## config.mk

```make
export PLATFORM = sky130hd
export DESIGN_NAME = cdr_bank
export DESIGN_NICKNAME = d
export VERILOG_FILES = /design/src/inc/cdr_pkg.sv /design/src/hdl/cdr_decode.sv /design/src/hdl/cdr_remap.sv /design/src/hdl/cdr_bank.sv
export SDC_FILE = /design/constraint.sdc
export NUM_CORES = 1
export LEC_CHECK = 0
export BUFFER_PORTS_ARGS = -buffer_cell sky130_fd_sc_hd__buf_2
export CAP_MARGIN = 10
export CORE_ASPECT_RATIO = 1.2
export CORE_UTILIZATION = 40
export DETAILED_ROUTE_END_ITERATION = 7
export PLACE_DENSITY = 0.65
export SETUP_SLACK_MARGIN = 0.4
export SYNTH_ARGS = -nofsm -noshare
export SYNTH_HDL_FRONTEND = slang
export SYNTH_HIERARCHICAL = 1
export SYNTH_SLANG_ARGS = --single-unit
```

## constraint.sdc

```tcl
create_clock -name clock -period 3.5 [get_ports clock]
set_input_delay 0 -clock clock [delete_from_list [all_inputs] [get_ports clock]]
set_output_delay 0 -clock clock [all_outputs]
set_load 0.02 [all_outputs]
```

## src/inc/cdr_pkg.sv

```systemverilog
// Package for the system control coprocessor debug, override and remap register bank.
// Assumes a single core clock domain; all users import the whole package.
package cdr_pkg;

   // Coprocessor access fields: primary register, secondary register, selector
   localparam logic [3:0] CDR_CRN_CONTEXT = 4'hd;
   localparam logic [3:0] CDR_CRN_RESERVED = 4'he;
   localparam logic [3:0] CDR_CRN_DEBUG   = 4'hf;
   localparam logic [2:0] CDR_OP1_MAIN    = 3'h0;
   localparam logic [3:0] CDR_CRM_C0      = 4'h0;
   localparam logic [3:0] CDR_CRM_C1      = 4'h1;
   localparam logic [3:0] CDR_CRM_C2      = 4'h2;
   localparam logic [2:0] CDR_SEL_0       = 3'h0;
   localparam logic [2:0] CDR_SEL_1       = 3'h1;
   localparam logic [2:0] CDR_SEL_2       = 3'h2;

   // Debug override bit positions
   localparam int CDR_DBG_ABT_DSIDE = 18;
   localparam int CDR_DBG_ABT_ISIDE = 17;
   localparam int CDR_DBG_NO_UCPF   = 16;
   localparam int CDR_DBG_FSU   = 14;
   localparam int CDR_DBG_UDWT  = 13;
   localparam int CDR_DBG_PWB   = 12;
   localparam int CDR_DBG_IMPREC = 11;
   localparam logic [31:0] CDR_DBG_MASK  = 32'h0007_7800;
   localparam logic [31:0] CDR_DBG_RESET = 32'h0000_1800;

   // Prefetch override bit positions
   localparam int CDR_PFU_BRPRED = 1;
   localparam int CDR_PFU_RETSTK = 0;
   localparam logic [31:0] CDR_PFU_MASK  = 32'h0000_0003;
   localparam logic [31:0] CDR_PFU_RESET = 32'h0000_0003;

   // Remap field layout: class code c sits at IS_BASE + 2c and DS_BASE + 2c
   localparam int CDR_RMP_IS_BASE = 8;
   localparam int CDR_RMP_DS_BASE = 0;
   localparam logic [31:0] CDR_RMP_MASK  = 32'h0000_ffff;
   localparam logic [31:0] CDR_RMP_RESET = 32'h0000_e4e4;

   // Undefined-reset registers still get a defined value in this design
   localparam logic [31:0] CDR_CTX_RESET = 32'h0000_0000;
   localparam logic [31:0] CDR_TST_RESET = 32'h0000_0000;

   // Attribute classes as held in each two-bit remap field
   typedef enum logic [1:0] {
      CDR_UNCACHED_UNBUFFERED = 2'h0,
      CDR_UNCACHED_BUFFERED   = 2'h1,
      CDR_WRITE_THROUGH_CLASS = 2'h2,
      CDR_WRITEBACK           = 2'h3
   } cdr_class_t;

   // One coprocessor register transfer from the core
   typedef struct packed {
      logic        valid;
      logic        write;
      logic [2:0]  op1;
      logic [3:0]  crn;
      logic [3:0]  crm;
      logic [2:0]  sel;
      logic [31:0] wdata;
   } cdr_req_t;

   // Answer to a transfer, one cycle after it is taken
   typedef struct packed {
      logic        done;
      logic        undef;
      logic [31:0] rdata;
   } cdr_rsp_t;

   // Access stream from the core needing an attribute decision
   typedef struct packed {
      logic       valid;
      logic       iside;
      logic       store;
      logic       tlb_miss;
      logic       xlate_on;
      logic       dcache_on;
      cdr_class_t cls;
   } cdr_acc_t;

   // Decision returned for that access
   typedef struct packed {
      logic       valid;
      logic       abort;
      cdr_class_t cls;
   } cdr_att_t;

endpackage

```

## src/hdl/cdr_decode.sv

```systemverilog
// Decoder from a coprocessor transfer to a register select.
// Assumes a request struct from logic on the same clock.
`timescale 1ns/1ps
`default_nettype none
module cdr_decode
   import cdr_pkg::*;
(
   input  wire cdr_req_t req,
   output logic          sel_ctx,
   output logic          sel_dbg,
   output logic          sel_pfu,
   output logic          sel_tst,
   output logic          sel_rmp,
   output logic          sel_undef
);
   wire prim  = (req.op1 == CDR_OP1_MAIN);
   wire is_dbg = (req.crn == CDR_CRN_DEBUG) && prim;
   wire any_sel;

   assign sel_ctx = (req.crn == CDR_CRN_CONTEXT) && prim && (req.crm == CDR_CRM_C0)
                    && (req.sel == CDR_SEL_1);
   assign sel_dbg = is_dbg && (req.crm == CDR_CRM_C0) && (req.sel == CDR_SEL_0);
   assign sel_pfu = is_dbg && (req.crm == CDR_CRM_C0) && (req.sel == CDR_SEL_2);
   assign sel_tst = is_dbg && (req.crm == CDR_CRM_C1) && (req.sel == CDR_SEL_0);
   assign sel_rmp = is_dbg && (req.crm == CDR_CRM_C2) && (req.sel == CDR_SEL_0);
   assign any_sel = sel_ctx | sel_dbg | sel_pfu | sel_tst | sel_rmp;
   // Register 14 always traps; other encodings outside this bank trap too
   assign sel_undef = (req.crn == CDR_CRN_RESERVED) | ~any_sel;
endmodule
`default_nettype wire

```

## src/hdl/cdr_remap.sv

```systemverilog
// Remap of an attribute class through the remap register plus override bits.
// Assumes registered control values from the bank on the same clock.
`timescale 1ns/1ps
`default_nettype none
module cdr_remap
   import cdr_pkg::*;
(
   input  wire cdr_acc_t    acc,
   input  wire logic [15:0] remap,
   input  wire logic        force_unbuf,
   input  wire logic        untrans_wt,
   output cdr_class_t       cls
);
   logic [1:0] is_fld [4];
   logic [1:0] ds_fld [4];
   cdr_class_t base;
   cdr_class_t mapped;

   for (genvar c = 0; c < 4; c++) begin : g_fld
      assign is_fld[c] = remap[CDR_RMP_IS_BASE + 2*c +: 2];
      assign ds_fld[c] = remap[CDR_RMP_DS_BASE + 2*c +: 2];
   end

   // Without translation, data side is write-through or uncached unbuffered
   assign base = (acc.xlate_on || acc.iside) ? acc.cls :
                 (acc.dcache_on && untrans_wt) ? CDR_WRITE_THROUGH_CLASS
                                               : CDR_UNCACHED_UNBUFFERED;
   assign mapped = cdr_class_t'(acc.iside ? is_fld[base] : ds_fld[base]);
   // Store override sits after remap so it wins over both
   assign cls = (!acc.iside && acc.store && force_unbuf
                 && mapped == CDR_UNCACHED_BUFFERED) ? CDR_UNCACHED_UNBUFFERED
                                                     : mapped;
endmodule
`default_nettype wire

```

## src/hdl/cdr_bank.sv

```systemverilog
// Register bank for context, debug override, prefetch override, test address, remap.
// Assumes coprocessor transfers and access attributes come from the core, same clock.
//
// Overview of operation
// - Context identifier at register 13, selector 1, read and write; resets zero.
// - Any access to register 14 raises undefined instruction, touching nothing.
// - Debug bit 18 set makes data TLB misses abort; resets zero.
// - Debug bit 17 set makes instruction TLB misses abort as data aborts.
// - Debug bit 16 set stops uncached instruction prefetch; resets zero.
// - Debug bit 14 forces uncached buffered stores unbuffered, beating remap.
// - Debug bit 13 makes untranslated data accesses write-through when dcache on.
// - Debug bit 12 enables pending write buffer; resets one.
// - Debug bit 11 enables imprecise aborts; resets one.
// - Prefetch bit 1 enables enhanced branch prediction; resets one.
// - Prefetch bit 0 enables the return stack; resets one.
// - Test address is 32-bit scratch, also selects TLB test entries.
// - Remap register replaces the attribute class from any source.
// - Instruction-side fields at [15:8], reset 11,10,01,00.
// - Data-side fields at [7:0], identity reset; [31:16] reserved.
// - Field codes: 00 unbuffered, 01 buffered, 10 write-through, 11 write-back.
// - All registers reachable with either translation unit selected.
// - Register 15 op 0: c0/0 debug, c0/2 prefetch, c1/0 test, c2/0 remap.
`timescale 1ns/1ps
`default_nettype none
module cdr_bank
   import cdr_pkg::*;
(
   input  wire logic        clock,
   input  wire logic        rst,
   input  wire cdr_req_t    req,
   input  wire logic        translation_unit_select,
   input  wire cdr_acc_t    acc,
   output cdr_rsp_t         rsp,
   output cdr_att_t         att,
   output logic             disable_uncached_ifetch_prefetch,
   output logic             pending_write_buffer_on,
   output logic             imprecise_abort_on,
   output logic             enhanced_branch_predict_on,
   output logic             return_stack_on,
   output logic [31:0]      test_entry_select
);
   logic [31:0] context_identifier_reg;
   logic [31:0] debug_behaviour_override_reg;
   logic [31:0] prefetch_prediction_override_reg;
   logic [31:0] test_entry_address_scratch_reg;
   logic [31:0] region_attribute_remap_reg;
   cdr_rsp_t    rsp_reg;
   cdr_att_t    att_reg;
   cdr_rsp_t    rsp_next;
   cdr_att_t    att_next;

   wire sel_ctx;
   wire sel_dbg;
   wire sel_pfu;
   wire sel_tst;
   wire sel_rmp;
   wire sel_undef;
   wire cdr_class_t remap_cls;

   cdr_decode u_decode (
      .req       (req),
      .sel_ctx   (sel_ctx),
      .sel_dbg   (sel_dbg),
      .sel_pfu   (sel_pfu),
      .sel_tst   (sel_tst),
      .sel_rmp   (sel_rmp),
      .sel_undef (sel_undef)
   );

   cdr_remap u_remap (
      .acc         (acc),
      .remap       (region_attribute_remap_reg[15:0]),
      .force_unbuf (debug_behaviour_override_reg[CDR_DBG_FSU]),
      .untrans_wt  (debug_behaviour_override_reg[CDR_DBG_UDWT]),
      .cls         (remap_cls)
   );

   // Unit select does not gate any register
   wire unit_any = translation_unit_select | ~translation_unit_select;
   wire wr_ok    = req.valid && req.write && !sel_undef && unit_any;
   wire wr_ctx   = wr_ok && sel_ctx;
   wire wr_dbg   = wr_ok && sel_dbg;
   wire wr_pfu   = wr_ok && sel_pfu;
   wire wr_tst   = wr_ok && sel_tst;
   wire wr_rmp   = wr_ok && sel_rmp;

   // Read multiplexer; undefined accesses read zero
   wire [31:0] rd_mux =
      sel_ctx ? context_identifier_reg :
      sel_dbg ? debug_behaviour_override_reg :
      sel_pfu ? prefetch_prediction_override_reg :
      sel_tst ? test_entry_address_scratch_reg :
      sel_rmp ? region_attribute_remap_reg : 32'h0000_0000;

   wire miss_abort = acc.tlb_miss &&
      ((!acc.iside && debug_behaviour_override_reg[CDR_DBG_ABT_DSIDE]) ||
       ( acc.iside && debug_behaviour_override_reg[CDR_DBG_ABT_ISIDE]));

   always_comb begin
      rsp_next.done  = req.valid;
      rsp_next.undef = req.valid && sel_undef;
      rsp_next.rdata = (req.valid && !req.write && !sel_undef) ? rd_mux : 32'h0000_0000;
      att_next.valid = acc.valid;
      att_next.abort = acc.valid && miss_abort;
      att_next.cls   = remap_cls;
   end

   always_ff @(posedge clock or posedge rst) begin
      if (rst) begin
         context_identifier_reg <= CDR_CTX_RESET;
      end else if (wr_ctx) begin
         context_identifier_reg <= req.wdata;
      end
   end

   always_ff @(posedge clock or posedge rst) begin
      if (rst) begin
         debug_behaviour_override_reg <= CDR_DBG_RESET;
      end else if (wr_dbg) begin
         debug_behaviour_override_reg <= req.wdata & CDR_DBG_MASK;
      end
   end

   always_ff @(posedge clock or posedge rst) begin
      if (rst) begin
         prefetch_prediction_override_reg <= CDR_PFU_RESET;
      end else if (wr_pfu) begin
         prefetch_prediction_override_reg <= req.wdata & CDR_PFU_MASK;
      end
   end

   always_ff @(posedge clock or posedge rst) begin
      if (rst) begin
         test_entry_address_scratch_reg <= CDR_TST_RESET;
      end else if (wr_tst) begin
         test_entry_address_scratch_reg <= req.wdata;
      end
   end

   always_ff @(posedge clock or posedge rst) begin
      if (rst) begin
         region_attribute_remap_reg <= CDR_RMP_RESET;
      end else if (wr_rmp) begin
         region_attribute_remap_reg <= req.wdata & CDR_RMP_MASK;
      end
   end

   always_ff @(posedge clock or posedge rst) begin
      if (rst) begin
         rsp_reg <= '0;
         att_reg <= '0;
      end else begin
         rsp_reg <= rsp_next;
         att_reg <= att_next;
      end
   end

   assign rsp = rsp_reg;
   assign att = att_reg;
   assign disable_uncached_ifetch_prefetch =
      debug_behaviour_override_reg[CDR_DBG_NO_UCPF];
   assign pending_write_buffer_on = debug_behaviour_override_reg[CDR_DBG_PWB];
   assign imprecise_abort_on      = debug_behaviour_override_reg[CDR_DBG_IMPREC];
   assign enhanced_branch_predict_on =
      prefetch_prediction_override_reg[CDR_PFU_BRPRED];
   assign return_stack_on = prefetch_prediction_override_reg[CDR_PFU_RETSTK];
   assign test_entry_select = test_entry_address_scratch_reg;
endmodule
`default_nettype wire

```

After elaboration in Yosys (flattened, before gate mapping):

Cells that the tools add are included.
W data, S select, Z words.

* register bits after elaboration: 127
* bits in latches: 0
* memory bits (writable): 0
* memory bits (read-only): 0
* output and inout port bits: 75
* memories kept: 0

* $add $sub $neg: 0
* multipliers: 0
* div/mod/pow operators: 0
* order comparisons: 1
* equality and inequality tests: 8
* shift-type cells: 0
* multiplexer cells: 16
* bitwise gates (word level): 7
* reductions and logical operators: 37

Operator list (number)
* $mux W32: 5
* $logic_and A1 B1 Y1: 29
* $mux W16: 1
* $mux W2: 8
* $eq A4 B4 Y1 const B: 3
* $bmux W2 S2: 2
* $logic_not A3 Y1: 2
* $or A1 B1 Y1: 5
* $eq A4 B1 Y1 const B: 1
* $eq A4 B2 Y1 const B: 1
* $logic_not A4 Y1: 1
* $eq A3 B1 Y1 const B: 1
* $eq A3 B2 Y1 const B: 1
* $ge A3 B3 Y1 const B: 1
* $logic_not A1 Y1: 3
* $not A2 Y3: 1
* $eq A2 B1 Y1 const B: 1
* $logic_or A1 B1 Y1: 2
* $not A1 Y1: 1

Depth between registers and ports, before layout:

Gate-level depths: netlist of run 1.

* depth after elaboration: 13
* mapped depth: 9
* gate-level depth less buffers: 6

Cells and area by module:

The synthesis of run 1 kept the hierarchy.

By module, submodules not included
* cdr_bank: instances 1, cells an instance 335, area an instance 4998.5 sq um, sequential area each 3193.1 sq um
* cdr_remap: instances 1, cells an instance 19, area an instance 201.4 sq um, sequential area each 0.0 sq um
* cdr_decode: instances 1, cells an instance 15, area an instance 136.4 sq um, sequential area each 0.0 sq um

Worst setup path before layout of run 1:

OpenSTA, ideal clock, no wires.

* kind: input port to flip-flop
* start point: in req[43] (netlist bit)
* end point: reg test_entry_address_scratch_reg[0], in the netlist test_entry_select[0]
* library setup time: 125 ps
* data arrival time: 2047 ps
* required time: 3375 ps
* slack: 1329 ps
* cell stages on the path: 7
* path through: or4_4 nand4bb_4 nor4b_1 clkbuf_1 nand2_1 buf_2 mux2_2

* elaborated cells between the ends (all ways): 21

RTL lines
* start, declared: RTL line cdr_bank.sv:30 `input wire cdr_req_t req,`
* $logic_not A3 Y1 (*): RTL line cdr_decode.sv:16 `wire prim = (req.op1 == CDR_OP1_MAIN);`
* $logic_and A1 B1 Y1 (*): RTL line cdr_decode.sv:17 `wire is_dbg = (req.crn == CDR_CRN_DEBUG) && prim;`
* $logic_and A1 B1 Y1 (*) (2 in series): RTL line cdr_decode.sv:24 `assign sel_tst = is_dbg && (req.crm == CDR_CRM_C1) && (req.sel == CDR_SEL_0);`
* net sel_tst: RTL line cdr_bank.sv:55 `wire sel_tst;`
* $or A1 B1 Y1 (2 in series): RTL line cdr_decode.sv:26 `assign any_sel = sel_ctx | sel_dbg | sel_pfu | sel_tst | sel_rmp;`
* $not A1 Y1: RTL line cdr_decode.sv:28 `assign sel_undef = (req.crn == CDR_CRN_RESERVED) | ~any_sel;`
* $or A1 B1 Y1: RTL line cdr_decode.sv:28
* $logic_not A1 Y1: RTL line cdr_bank.sv:80 `wire wr_ok = req.valid && req.write && !sel_undef && unit_any;`
* $logic_and A1 B1 Y1: RTL line cdr_bank.sv:80
* $logic_and A1 B1 Y1 (*): RTL line cdr_bank.sv:84 `wire wr_tst = wr_ok && sel_tst;`
* end signal, assigned: RTL line cdr_bank.sv:136 `test_entry_address_scratch_reg <= req.wdata;`
* end, declared: RTL line cdr_bank.sv:45 `logic [31:0] test_entry_address_scratch_reg;`

Mark *: on every way through the listed nets, which the timed path passes. The rest lies on a longest branch.
A chain may end at the register's enable or synchronous reset.

==> results of run 1 <==
==> power breakdown <==
| group | switching (mW) | internal, mW |
|---|---|---|
| clock network | 0.646 | 1.11 |
| registers | 0.000580 | 1.47 |
| logic | 0.0700 | 0.0652 |
==> cells by family after synthesis <==
| logic type | share of synthesized area (%) |
|---|---|
| AO/OA/AOI/OAI | 10.6 |
| buffers and inverters | 2.46 |
| flip-flops | 59.8 |
| multiplexers | 20.9 |
| AND/OR/NAND/NOR | 6.21 |
==> cells in the final DEF, fill, tap and decap left out, drive strengths merged, types with 3 or more instances in the layout <==
master       instances
nor4b                4
a221oi               3
mux4                 3
clkbuf              20
dfstp               12
clkinv               4
dlygate4sd3         38
mux2                92
buf                148
nand2                9
nor2                17
inv                  7
a22oi               30
o22ai                4
nor2b                3
dfrtp              115
a221o                3
o2bb2ai             10
a21oi                4
nand3b               3
clkinvlp             4
o21ai                3
==> worst register-to-register path: cells and delay by family (launching register included) <==
kind            cells  cell delay (ns)
simple gates        1             0.11
flops               1             0.38
mux                 2             0.81
compound gates      1             0.28
==> stage by stage <==
step | util [%] | hold slack, ns | area (um2) | std cells
3_5_place_dp | 48.7 | 0.130 | 6250 | 658
2_1_floorplan | - | 0.0314 | 5340 | 369
3_3_place_gp | 48.7 | 0.122 | 6250 | 658
5_1_grt | 56.3 | 0.0643 | 7230 | 728
6_report | 56.3 | 0.0454 | 7230 | 728
4_1_cts | 56.3 | 0.0245 | 7230 | 728
==> how the worst min path moves through the flow <==
| stage | start | endpoint | slack (ns) | cells past startpoint |
|---|---|---|---|---|
| 3_3_place_gp | acc[7] | att[3]$_DFF_PP0_ | 0.12 | 1 |
| 5_1_grt | req[37] | rsp[32]$_DFF_PP0_ | 0.06 | 4 |
| 2_1_floorplan | acc[7] | att[3]$_DFF_PP0_ | 0.03 | 0 |
| 4_1_cts | req[37] | rsp[32]$_DFF_PP0_ | 0.02 | 4 |
| 6_report | req[37] | rsp[32]$_DFF_PP0_ | 0.05 | 4 |
| 3_5_place_dp | acc[7] | att[3]$_DFF_PP0_ | 0.13 | 1 |
==> layer usage <==
| layer | vias to the layer above | share of wire (%) |
|---|---|---|
| met2 | 123 | 53 |
| met1 | 1953 | 41 |
| li1 | 1745 | - |
| met3 | 13 | 5.4 |
| met5 | - | 0 |
| met4 | 0 | 1.2 |
==> cell type report <==
class / instances / area share (%)
repair buffers: 186 / 16.2
inverters: 5 / 0.312
flip-flops and latches: 127 / 44.2
clock inverters: 12 / 1.83
well taps: 164 / 2.84
clock buffers: 20 / 6.46
multi-input cells: 214 / 28.2
==> what timing repair did <==
action / CTS / global route
hold endpoints to repair: 209 / 0
hold buffers: 38 / 0
gates resized for setup: 0 / 0
==> parameters.txt, run 1 <==
Parameter                              Value

Finish
  Register Area    0.00319 mm2
  Count of fill cells added during filler insertion    1103
  Number of nets in the finished design    610
  Fraction of final layout cells with drive strength greater than 1    55.1%
  Total inserted antenna cells    0
  Post-synthesis to final-layout area growth    35.5%
  Max reg flops    34
  Area of the multi-input gates    between 0.002 and 0.0025 mm2

Critical path
  Critical Setup Path Class    input pin to flip-flop
  Capturing element of the worst setup path    rsp[14]$_DFF_PP0_
  Startpoint of the worst register-to-register path    debug_behaviour_override_reg[13]$_DFFE_PP0P_
  RR Endpoint    att[1]$_DFF_PP0_
  CP Capture Type    flip-flop
  Data arrival, critical path    2.53 ns
  Delay-heaviest family, CP    simple AND/OR/NAND/NOR gates
  Buffers plus inverters on the worst setup path    2
  Levels on crit path    6
  Series of cell instances along the critical path    dlygate4sd3_1 > buf_2 > a211o_2 > or3b_1 > or4_1 > o22ai_1
  Worst R2R Path Depth    4
  Slowest stage cell on the critical path    or4_1
  Worst reg2reg setup slack    around 1.8 ns
  Req. time, crit path    approximately 3.8 ns
  Startpoint of the most critical setup path    req[44]
  Crit start category    input pin
  Largest fanout on the critical path    14
  Worst stage delay on the critical path    around 0.80 ns

GRT
  Initial antenna violation count    0
  Via count of the first global-routing pass    4056
  Leftover overflow at the end of global routing    0
  Global routing met3 resource utilization    4.86%
  Global-route met1 utilization    a little under a quarter
  Peak-usage layer in the global routing report    met2
  Met2 usage in global routing    35.6%
  Largest net degree at the start of global routing    128
  Global-route wire length before repair    21.0 mm
  Total Routing Usage GR    20.1%

Synth
  Number of nets produced by synthesis    around 430
  Yosys warning total    6
  Count of flip-flops with a built-in enable after synthesis    0
  Avg Synthesized Cell Area    14.5 um2
  Library cell with the largest summed area after synthesis    dfrtp_1
  Share of the synthesized area in the top cell type    53.9%
  Synthesized instance count    roughly 370
  Part of the Yosys area used for sequential elements    between 50% and 60%
  Synth Register Bits    127
  Distinct cell type count of the synthesized netlist    46
  Mapped Area    0.00534 mm2
  Dominant cell by count in the synthesized netlist    dfrtp_1
  Top cell types by occurrence after synthesis    115 x dfrtp_1, 92 x mux2_2, 30 x a22oi_1, 17 x nor2_1, 12 x dfstp_2
  Synth async-reset ratio    100%
  Ranking of synthesized cells by area    dfrtp_1 54%, mux2_2 19%, dfstp_2 5.9%, a22oi_1 4.2%, o2bb2ai_2 2.8%
  Most instantiated flip-flop cell in the synthesis netlist    dfrtp_1

Job
  Max_cap viols    0

Timing
  Post-Route Skew    0.0141 ns
  Setup WS post-layout    between 1 and 1.5 ns
  Measured slew at the worst slew-check pin    0.804 ns
  Final critical-path share of the clock period    a little over three fifths
  Final hold vios    0
  Relative slew slack    46.4%
  Minimum period implied by the final worst setup slack    2.22 ns
  Total count of max-transition violations in the final report    0
  Final setup viols    0
  RSZ-0062 raised after global routing    no
  Maximum clock rate    451 MHz
  Sum Neg Setup Slack    0 ns

Routing
  Routed length per placed instance    about 18 um
  Count of routing violations after the opening detailed-route iteration    77
  Routed vias/inst    between 5 and 6
  Number of routed nets with antenna violations    0
  Number of detailed-routing iterations run before antenna repair    4
  Via Count    3834
  Total Routed Length    12.9 mm
  DRC viols    0

Pwr
  Overall power of the completed layout    3.36 mW
  Pwr per Cell Area    465 mW/mm2
  VDD IR-drop max    0.000277 V
  Static leakage    3.64 nW

Die
  FP Rows    45
  Starting density of the core    41.6%
  Area of the core    approximately 0.013 mm2
  Width of the die    between 100 and 150 um
  Overall die area    0.0138 mm2
  Number of placed I/O pins    about 130
  Die outline height    129 um

Clocking
  Post-CTS repair timing setup buffer count    0
  Clock sink total    approximately 130
  Total clock buffers created by CTS    17
  Register clock-pin slew on the reported worst setup and hold paths    0.06 ns
  Htree depth    4
  CTS max path bufs    2
  Clock insertion delay at the later pin of the skew report    0.41 ns
  Buffer cell driving the clock tree root    clkbuf_16
  CTS tree    built

Placement
  Post-detailed-placement half-perimeter wirelength    8.41 mm
  Count of buffers inserted at the top-level ports    132
  Global placement routability congestion    between 0.7 and 0.8
  Worst setup timing slack at the placement stage    0.930 ns

Min path
  Worst min path class    input pin to flip-flop

Outcome
  Outcome    finished, final reports clean
Note: power is estimated with default switching activity, not from simulation.
==> inputs of run 2 (changes only) <==
ABC_AREA = 1   (was not set)
PLACE_DENSITY = not set   (was 0.65)
clock period = 2.19 ns   (was 3.5 ns; I/O delays follow)
==> parameters.txt, run 2 <==
Parameter                              Value

Outcome
  Outcome    finished, final reports clean

Clocking
  Total clock buffers created by CTS    17 (unchanged)
  CTS tree    built
  Post-CTS repair timing setup buffer count    0 (unchanged)
  CTS max path bufs    2 (unchanged)
  Clock sink total    127 (unchanged)
  Buffer cell driving the clock tree root    clkbuf_16
  Clock insertion delay at the later pin of the skew report    0.41 ns (about the same)
  Number of gates resized after cts    0 (unchanged)
  CTS Hold Buffers Added    39 (+2.6%)
  Htree depth    4 (unchanged)
  Register clock-pin slew on the reported worst setup and hold paths    0.06 ns (about the same)

Routing
  Number of detailed-routing iterations run before antenna repair    5 (+1)
  Total Routed Length    16.6 mm (+29%)
  Routed length per placed instance    15.5 um (-12%)
  Routed vias/inst    5.03 (-4.4%)
  Number of routed nets with antenna violations    0 (unchanged)
  Via Count    5372 (+40%)
  DRC viols    0 (unchanged)
  Count of routing violations after the opening detailed-route iteration    417 (+440%)

Die
  Starting density of the core    41.2% (-0.41 points)
  Number of placed I/O pins    134 (unchanged)
  FP Rows    48 (+6.7%)
  Overall die area    0.0153 mm2 (+11%)
  Width of the die    113 um (+5.3%)
  Die outline height    135 um (+5.4%)
  Area of the core    0.0144 mm2 (+12%)

Placement
  Global placement routability congestion    0.839 (+14%)
  Count of buffers inserted at the top-level ports    132 (unchanged)
  Post-detailed-placement half-perimeter wirelength    10.5 mm (+25%)

Timing
  Total count of max-transition violations in the final report    0 (unchanged)
  RSZ-0062 raised after global routing    no
  Final setup viols    0 (unchanged)
  Sum Neg Setup Slack    0 ns (unchanged)
  Post-Route Skew    0.00886 ns (-0.00525 ns)
  Relative slew slack    37.5% (-9.0 points)
  Maximum clock rate    693 MHz
  Worst hold margin    0.00673 ns (-0.0387 ns)
  Final hold vios    0 (unchanged)
  Minimum period implied by the final worst setup slack    1.44 ns
  Final critical-path share of the clock period    65.9%
  Measured slew at the worst slew-check pin    0.936 ns (+0.133 ns)

GRT
  Global-route wire length before repair    26.8 mm (+28%)
  Via count of the first global-routing pass    5277 (+30%)
  Total Routing Usage GR    22.8% (+2.7 points)
  Leftover overflow at the end of global routing    0 (unchanged)
  Initial antenna violation count    0 (unchanged)
  Largest net degree at the start of global routing    93 (-27%)

Synth
  Part of the Yosys area used for sequential elements    53.8% (-6.0 points)
  Number of nets produced by synthesis    777 (+82%)
  Synth Register Bits    127 (unchanged)
  Synthesized instance count    718 (+95%)
  Share of the synthesized area in the top cell type    48.5% (-5.4 points)
  Most instantiated flip-flop cell in the synthesis netlist    dfrtp_1
  Ranking of synthesized cells by area    dfrtp_1 49%, nand2_1 18%, o21ai_0 7.8%, dfstp_2 5.3%, nand3_1 3.6%
  Yosys warning total    6 (unchanged)
  Mapped Area    0.00593 mm2 (+11%)
  Distinct cell type count of the synthesized netlist    30 (-35%)
  Count of flip-flops with a built-in enable after synthesis    0 (unchanged)
  Top cell types by occurrence after synthesis    287 x nand2_1, 115 x dfrtp_1, 92 x o21ai_0, 43 x nand3_1, 38 x a21oi_1
  Avg Synthesized Cell Area    8.26 um2 (-43%)
  Library cell with the largest summed area after synthesis    dfrtp_1
  Synth async-reset ratio    100% (unchanged)
  Dominant cell by count in the synthesized netlist    nand2_1

Finish
  Max reg flops    34 (unchanged)
  Fraction of final layout cells with drive strength greater than 1    24.7% (-30 points)
  Total inserted antenna cells    0 (unchanged)
  Number of nets in the finished design    938 (+54%)
  Post-synthesis to final-layout area growth    30.2%
  Leading cell type in the layout, fill and taps excluded    nand2_1
  Top library cells by usage in the layout, fill and taps aside    287 x nand2_1, 132 x buf_2, 115 x dfrtp_1, 92 x o21ai_0, 43 x nand3_1
  Finished Core Util    53.6% (-2.7 points)

Pwr
  VDD IR-drop max    0.000450 V (+63%)
  Static leakage    4.22 nW (+16%)
  Pwr per Cell Area    735 mW/mm2 (+58%)
  Overall power of the completed layout    5.68 mW (+69%)

Critical path
  Critical Setup Path Class    input pin to flip-flop
  CP Capture Type    flip-flop
  Worst reg2reg setup slack    0.85 ns (-0.96 ns)
  Req. time, crit path    2.53 ns (-1.29 ns)
  Largest fanout on the critical path    32 (+18)
  Crit start category    input pin
  Data arrival, critical path    1.78 ns (-0.75 ns)

Min path
  Worst min path class    input pin to flip-flop

Job
  Max_cap viols    0 (unchanged)
==> run 2: changes by cell type in the layout (fill, tap and decap cells not counted), sizes merged, moves of 9 or more <==
| cell | change |
|---|---|
| nand3 | +46 |
| a22oi | -30 |
| nor2 | +9 |
| o2bb2ai | -10 |
| o21ai | +90 |
| mux2 | -92 |
| nand2 | +288 |
| inv | +31 |
| a21oi | +35 |
==> run 2: cell type report <==
class	instances	area, um2
Fill cell	1389	6690
Sequential cell	127	3190
Multi-Input combinational cell	510	2310
Timing Repair Buffer	183	1200
Clock buffer	21	450
Tap cell	175	219
Clock inverter	11	189
Inverter	40	158
==> run 2: cells by family (layout without fill, tap and decap cells) <==
group           count (synthesis)  after routing  synth area share (%)
buf+inv                        81            255                  7.23
flops                         127            127                  53.8
simple gates                  373            373                  27.1
compound gates                137            137                  11.9
==> run 2: critical path: stages <==
cell     delay (ns)
buf_2          0.10
nor2_2         0.10
nand2_2        0.08
nor2_1         0.14
nand2_1        0.10
nand3_1        0.08
nor2_1         0.08
inv_2          0.06
nand3_2        0.11
nor2_4         0.71
nand2_1        0.11
nand2_1        0.12
==> run 2: metrics by stage <==
step / std cells / instance area, um2 / setup WS (ns)
2_1_floorplan: 718 / 5940 / 0.633
3_3_place_gp: 996 / 6690 / 0.365
3_5_place_dp: 996 / 6690 / 0.302
4_1_cts: 1067 / 7720 / 0.722
5_1_grt: 1067 / 7720 / 0.509
6_report: 1067 / 7720 / 0.746
==> run 2: worst paths after layout <==
kind | startpoint | to | cells after the start
worst min-delay path | acc[6] | att[0]$_DFF_PP0_ | 4
min in group asynchronous | rst | rsp[32]$_DFF_PP0_ | 3
worst max register to register | debug_behaviour_override_reg[18]$_DFFE_PP0P_ | att[2]$_DFF_PP0_ | 3
max in group asynchronous | rst | rsp[25]$_DFF_PP0_ | 4
worst max-delay path | req[44] | test_entry_select[27]$_DFFE_PP0P_ | 12
worst min register to register | prefetch_prediction_override_reg[0]$_DFFE_PP1P_ | prefetch_prediction_override_reg[0]$_DFFE_PP1P_ | 2
==> run 2: where the power goes <==
part           switching [mW]  internal, mW  total, mW
Clock                    1.01          2.05       3.05
Combinational           0.151         0.120      0.271
Sequential            0.00176          2.36       2.36
Total                    1.16          4.52       5.68
==> run 2: per-layer routing <==
metal / up-vias / routed length [um] / track usage [%]
li1: 2614 / - / -
met4: 0 / 242 / 7.24
met2: 199 / 8170 / 39.2
met1: 2536 / 7300 / 29.1
met3: 23 / 843 / 4.12
met5: - / 0 / 0
==> inputs of run 3 (changes only) <==
clock period = 1.25 ns   (was 2.19 ns; I/O delays follow)
==> parameters.txt, run 3 (same netlist as run 2, synthesis figures left out) <==
Parameter                              Value

Placement
  Post-detailed-placement half-perimeter wirelength    11.7 mm (+12%)
  Placed inst area    0.00726 mm2 (+8.5%)
  Placed cell count    1029 (+3.3%)
  Worst setup timing slack at the placement stage    -0.404 ns (-0.706 ns)
  Count of buffers inserted at the top-level ports    132 (unchanged)
  Global placement routability congestion    0.843 (+0.50%)

Die
  Die outline height    135 um (unchanged)
  Number of placed I/O pins    134 (unchanged)
  Width of the die    113 um (unchanged)
  Starting density of the core    41.2% (unchanged)
  Overall die area    0.0153 mm2 (unchanged)
  Area of the core    0.0144 mm2 (unchanged)
  FP Rows    48 (unchanged)

Finish
  Post-synthesis to final-layout area growth    70.3%
  Number of nets in the finished design    1042 (+11%)
  Finished Layout Cells    1170 (+9.7%)
  Post-route cell area    0.0101 mm2 (+31%)
  Total inserted antenna cells    0 (unchanged)
  Top library cells by usage in the layout, fill and taps aside    238 x nand2_1, 113 x dfrtp_1, 89 x buf_6, 81 x o21ai_1, 73 x buf_4
  Finished Core Util    70.1% (+17 points)
  Fraction of final layout cells with drive strength greater than 1    45.9% (+21 points)
  Max reg flops    34 (unchanged)
  Leading cell type in the layout, fill and taps excluded    nand2_1

Clocking
  CTS tree    built
  Htree depth    4 (unchanged)
  CTS max path bufs    2 (unchanged)
  Register clock-pin slew on the reported worst setup and hold paths    0.06 ns (about the same)
  Total clock buffers created by CTS    17 (unchanged)
  Clock insertion delay at the later pin of the skew report    0.41 ns (about the same)
  Buffer cell driving the clock tree root    clkbuf_16
  Clock sink total    127 (unchanged)

Timing
  Worst hold margin    0.0245 ns (+0.0177 ns)
  Minimum period implied by the final worst setup slack    1.17 ns
  Final critical-path share of the clock period    93.9%
  Sum Neg Setup Slack    0 ns (unchanged)
  Final hold vios    0 (unchanged)
  Setup WS post-layout    0.0763 ns (-0.670 ns)
  Final setup viols    0 (unchanged)
  Relative slew slack    72.9% (+35 points)
  RSZ-0062 raised after global routing    yes
  Total count of max-transition violations in the final report    0 (unchanged)
  Maximum clock rate    852 MHz
  Post-Route Skew    0.00649 ns (-0.00238 ns)
  Measured slew at the worst slew-check pin    0.406 ns (-0.530 ns)

Routing
  Count of routing violations after the opening detailed-route iteration    355 (-15%)
  Number of detailed-routing iterations run before antenna repair    5 (unchanged)
  Via Count    6109 (+14%)
  Number of routed nets with antenna violations    0 (unchanged)
  Total Routed Length    19.9 mm (+20%)
  DRC viols    0 (unchanged)
  Routed length per placed instance    17.0 um (+9.5%)
  Routed vias/inst    5.22 (+3.7%)

Critical path
  Critical Setup Path Class    input pin to flip-flop
  Crit start category    input pin
  Req. time, crit path    1.60 ns (-0.93 ns)
  Data arrival, critical path    1.53 ns (-0.25 ns)
  CP Capture Type    flip-flop
  Largest fanout on the critical path    8 (-75%)

Outcome
  Outcome    finished, final reports clean

GRT
  Largest net degree at the start of global routing    72 (-23%)
  Initial antenna violation count    0 (unchanged)
  Total Routing Usage GR    26.6% (+3.8 points)
  Global-route wire length before repair    31.1 mm (+16%)
  Via count of the first global-routing pass    5978 (+13%)
  Leftover overflow at the end of global routing    0 (unchanged)

Min path
  Worst min path class    input pin to flip-flop

Job
  Max_cap viols    0 (unchanged)

Pwr
  Overall power of the completed layout    9.94 mW (+75%)
  Static leakage    5.10 nW (+21%)
  VDD IR-drop max    0.000668 V (+48%)
  Pwr per Cell Area    984 mW/mm2 (+34%)
==> run 3: cell types whose count changed in the layout (fill, tap and decap cells not counted), sizes merged <==
cell         change
clkbuf           -2
bufbuf           +1
dlygate4sd3      -1
clkinvlp         +4
buf            +102
bufinv           -1
inv              -1
nor2             +1
==> run 3: path summary, 6_finish.rpt <==
path,depth (start not counted),slack (ns),from,endpoint
min in group asynchronous,4,0.25,rst,att[3]$_DFF_PP0_
max,14,0.08,req[44],test_entry_select[23]$_DFFE_PP0P_
min,4,0.02,acc[6],att[1]$_DFF_PP0_
max reg2reg,8,0.13,debug_behaviour_override_reg[13]$_DFFE_PP0P_,att[0]$_DFF_PP0_
min reg2reg,2,0.47,context_identifier_reg[12]$_DFFE_PP0P_,context_identifier_reg[12]$_DFFE_PP0P_
max in group asynchronous,4,0.60,rst,region_attribute_remap_reg[7]$_DFFE_PP1P_
==> run 3: metal layers <==
| metal | vias up | GRT usage, % | wire (um) |
|---|---|---|---|
| met5 | - | 0 | 0 |
| met4 | 0 | 9.50 | 470 |
| met3 | 36 | 4.61 | 971 |
| met2 | 246 | 44.9 | 10100 |
| met1 | 2980 | 34.5 | 8360 |
| li1 | 2847 | - | - |
==> run 3: final cells by class <==
type                            count  area [um2]
Clock buffer                       18         439
Multi-Input combinational cell    511        2930
Tap cell                          175         219
Timing Repair Buffer              286        2960
Fill cell                        1065        4310
Sequential cell                   127        3200
Inverter                           40         173
Clock inverter                     13         189
==> run 3: critical path, cell delays in order <==
cell,delay (ns)
buf_6,0.09
nor2_4,0.09
nand2_2,0.09
nor2_4,0.13
nand2_2,0.07
buf_6,0.12
clkinvlp_4,0.10
clkinv_4,0.12
buf_12,0.15
nor2_4,0.11
buf_12,0.15
buf_12,0.16
nand2_4,0.06
nand2_2,0.06
==> run 3: power by group <==
part	total [mW]	switching [mW]	leakage [nW]	internal (mW)
clock	5.26	1.88	0.291	3.38
sequential	4.13	0.00671	1.71	4.13
combinational	0.548	0.313	3.10	0.236
total	9.94	2.20	5.10	7.75
==> run 3: what timing repair did <==
action | CTS | global route
pin swaps | 23 | 31
buffers inserted | 56 | 5
setup endpoints to repair | 198 | 199
gates resized for setup | 240 | 63
gates cloned | 10 | 1
endpoints found under the hold margin | 211 | 0
hold buffers | 38 | 0
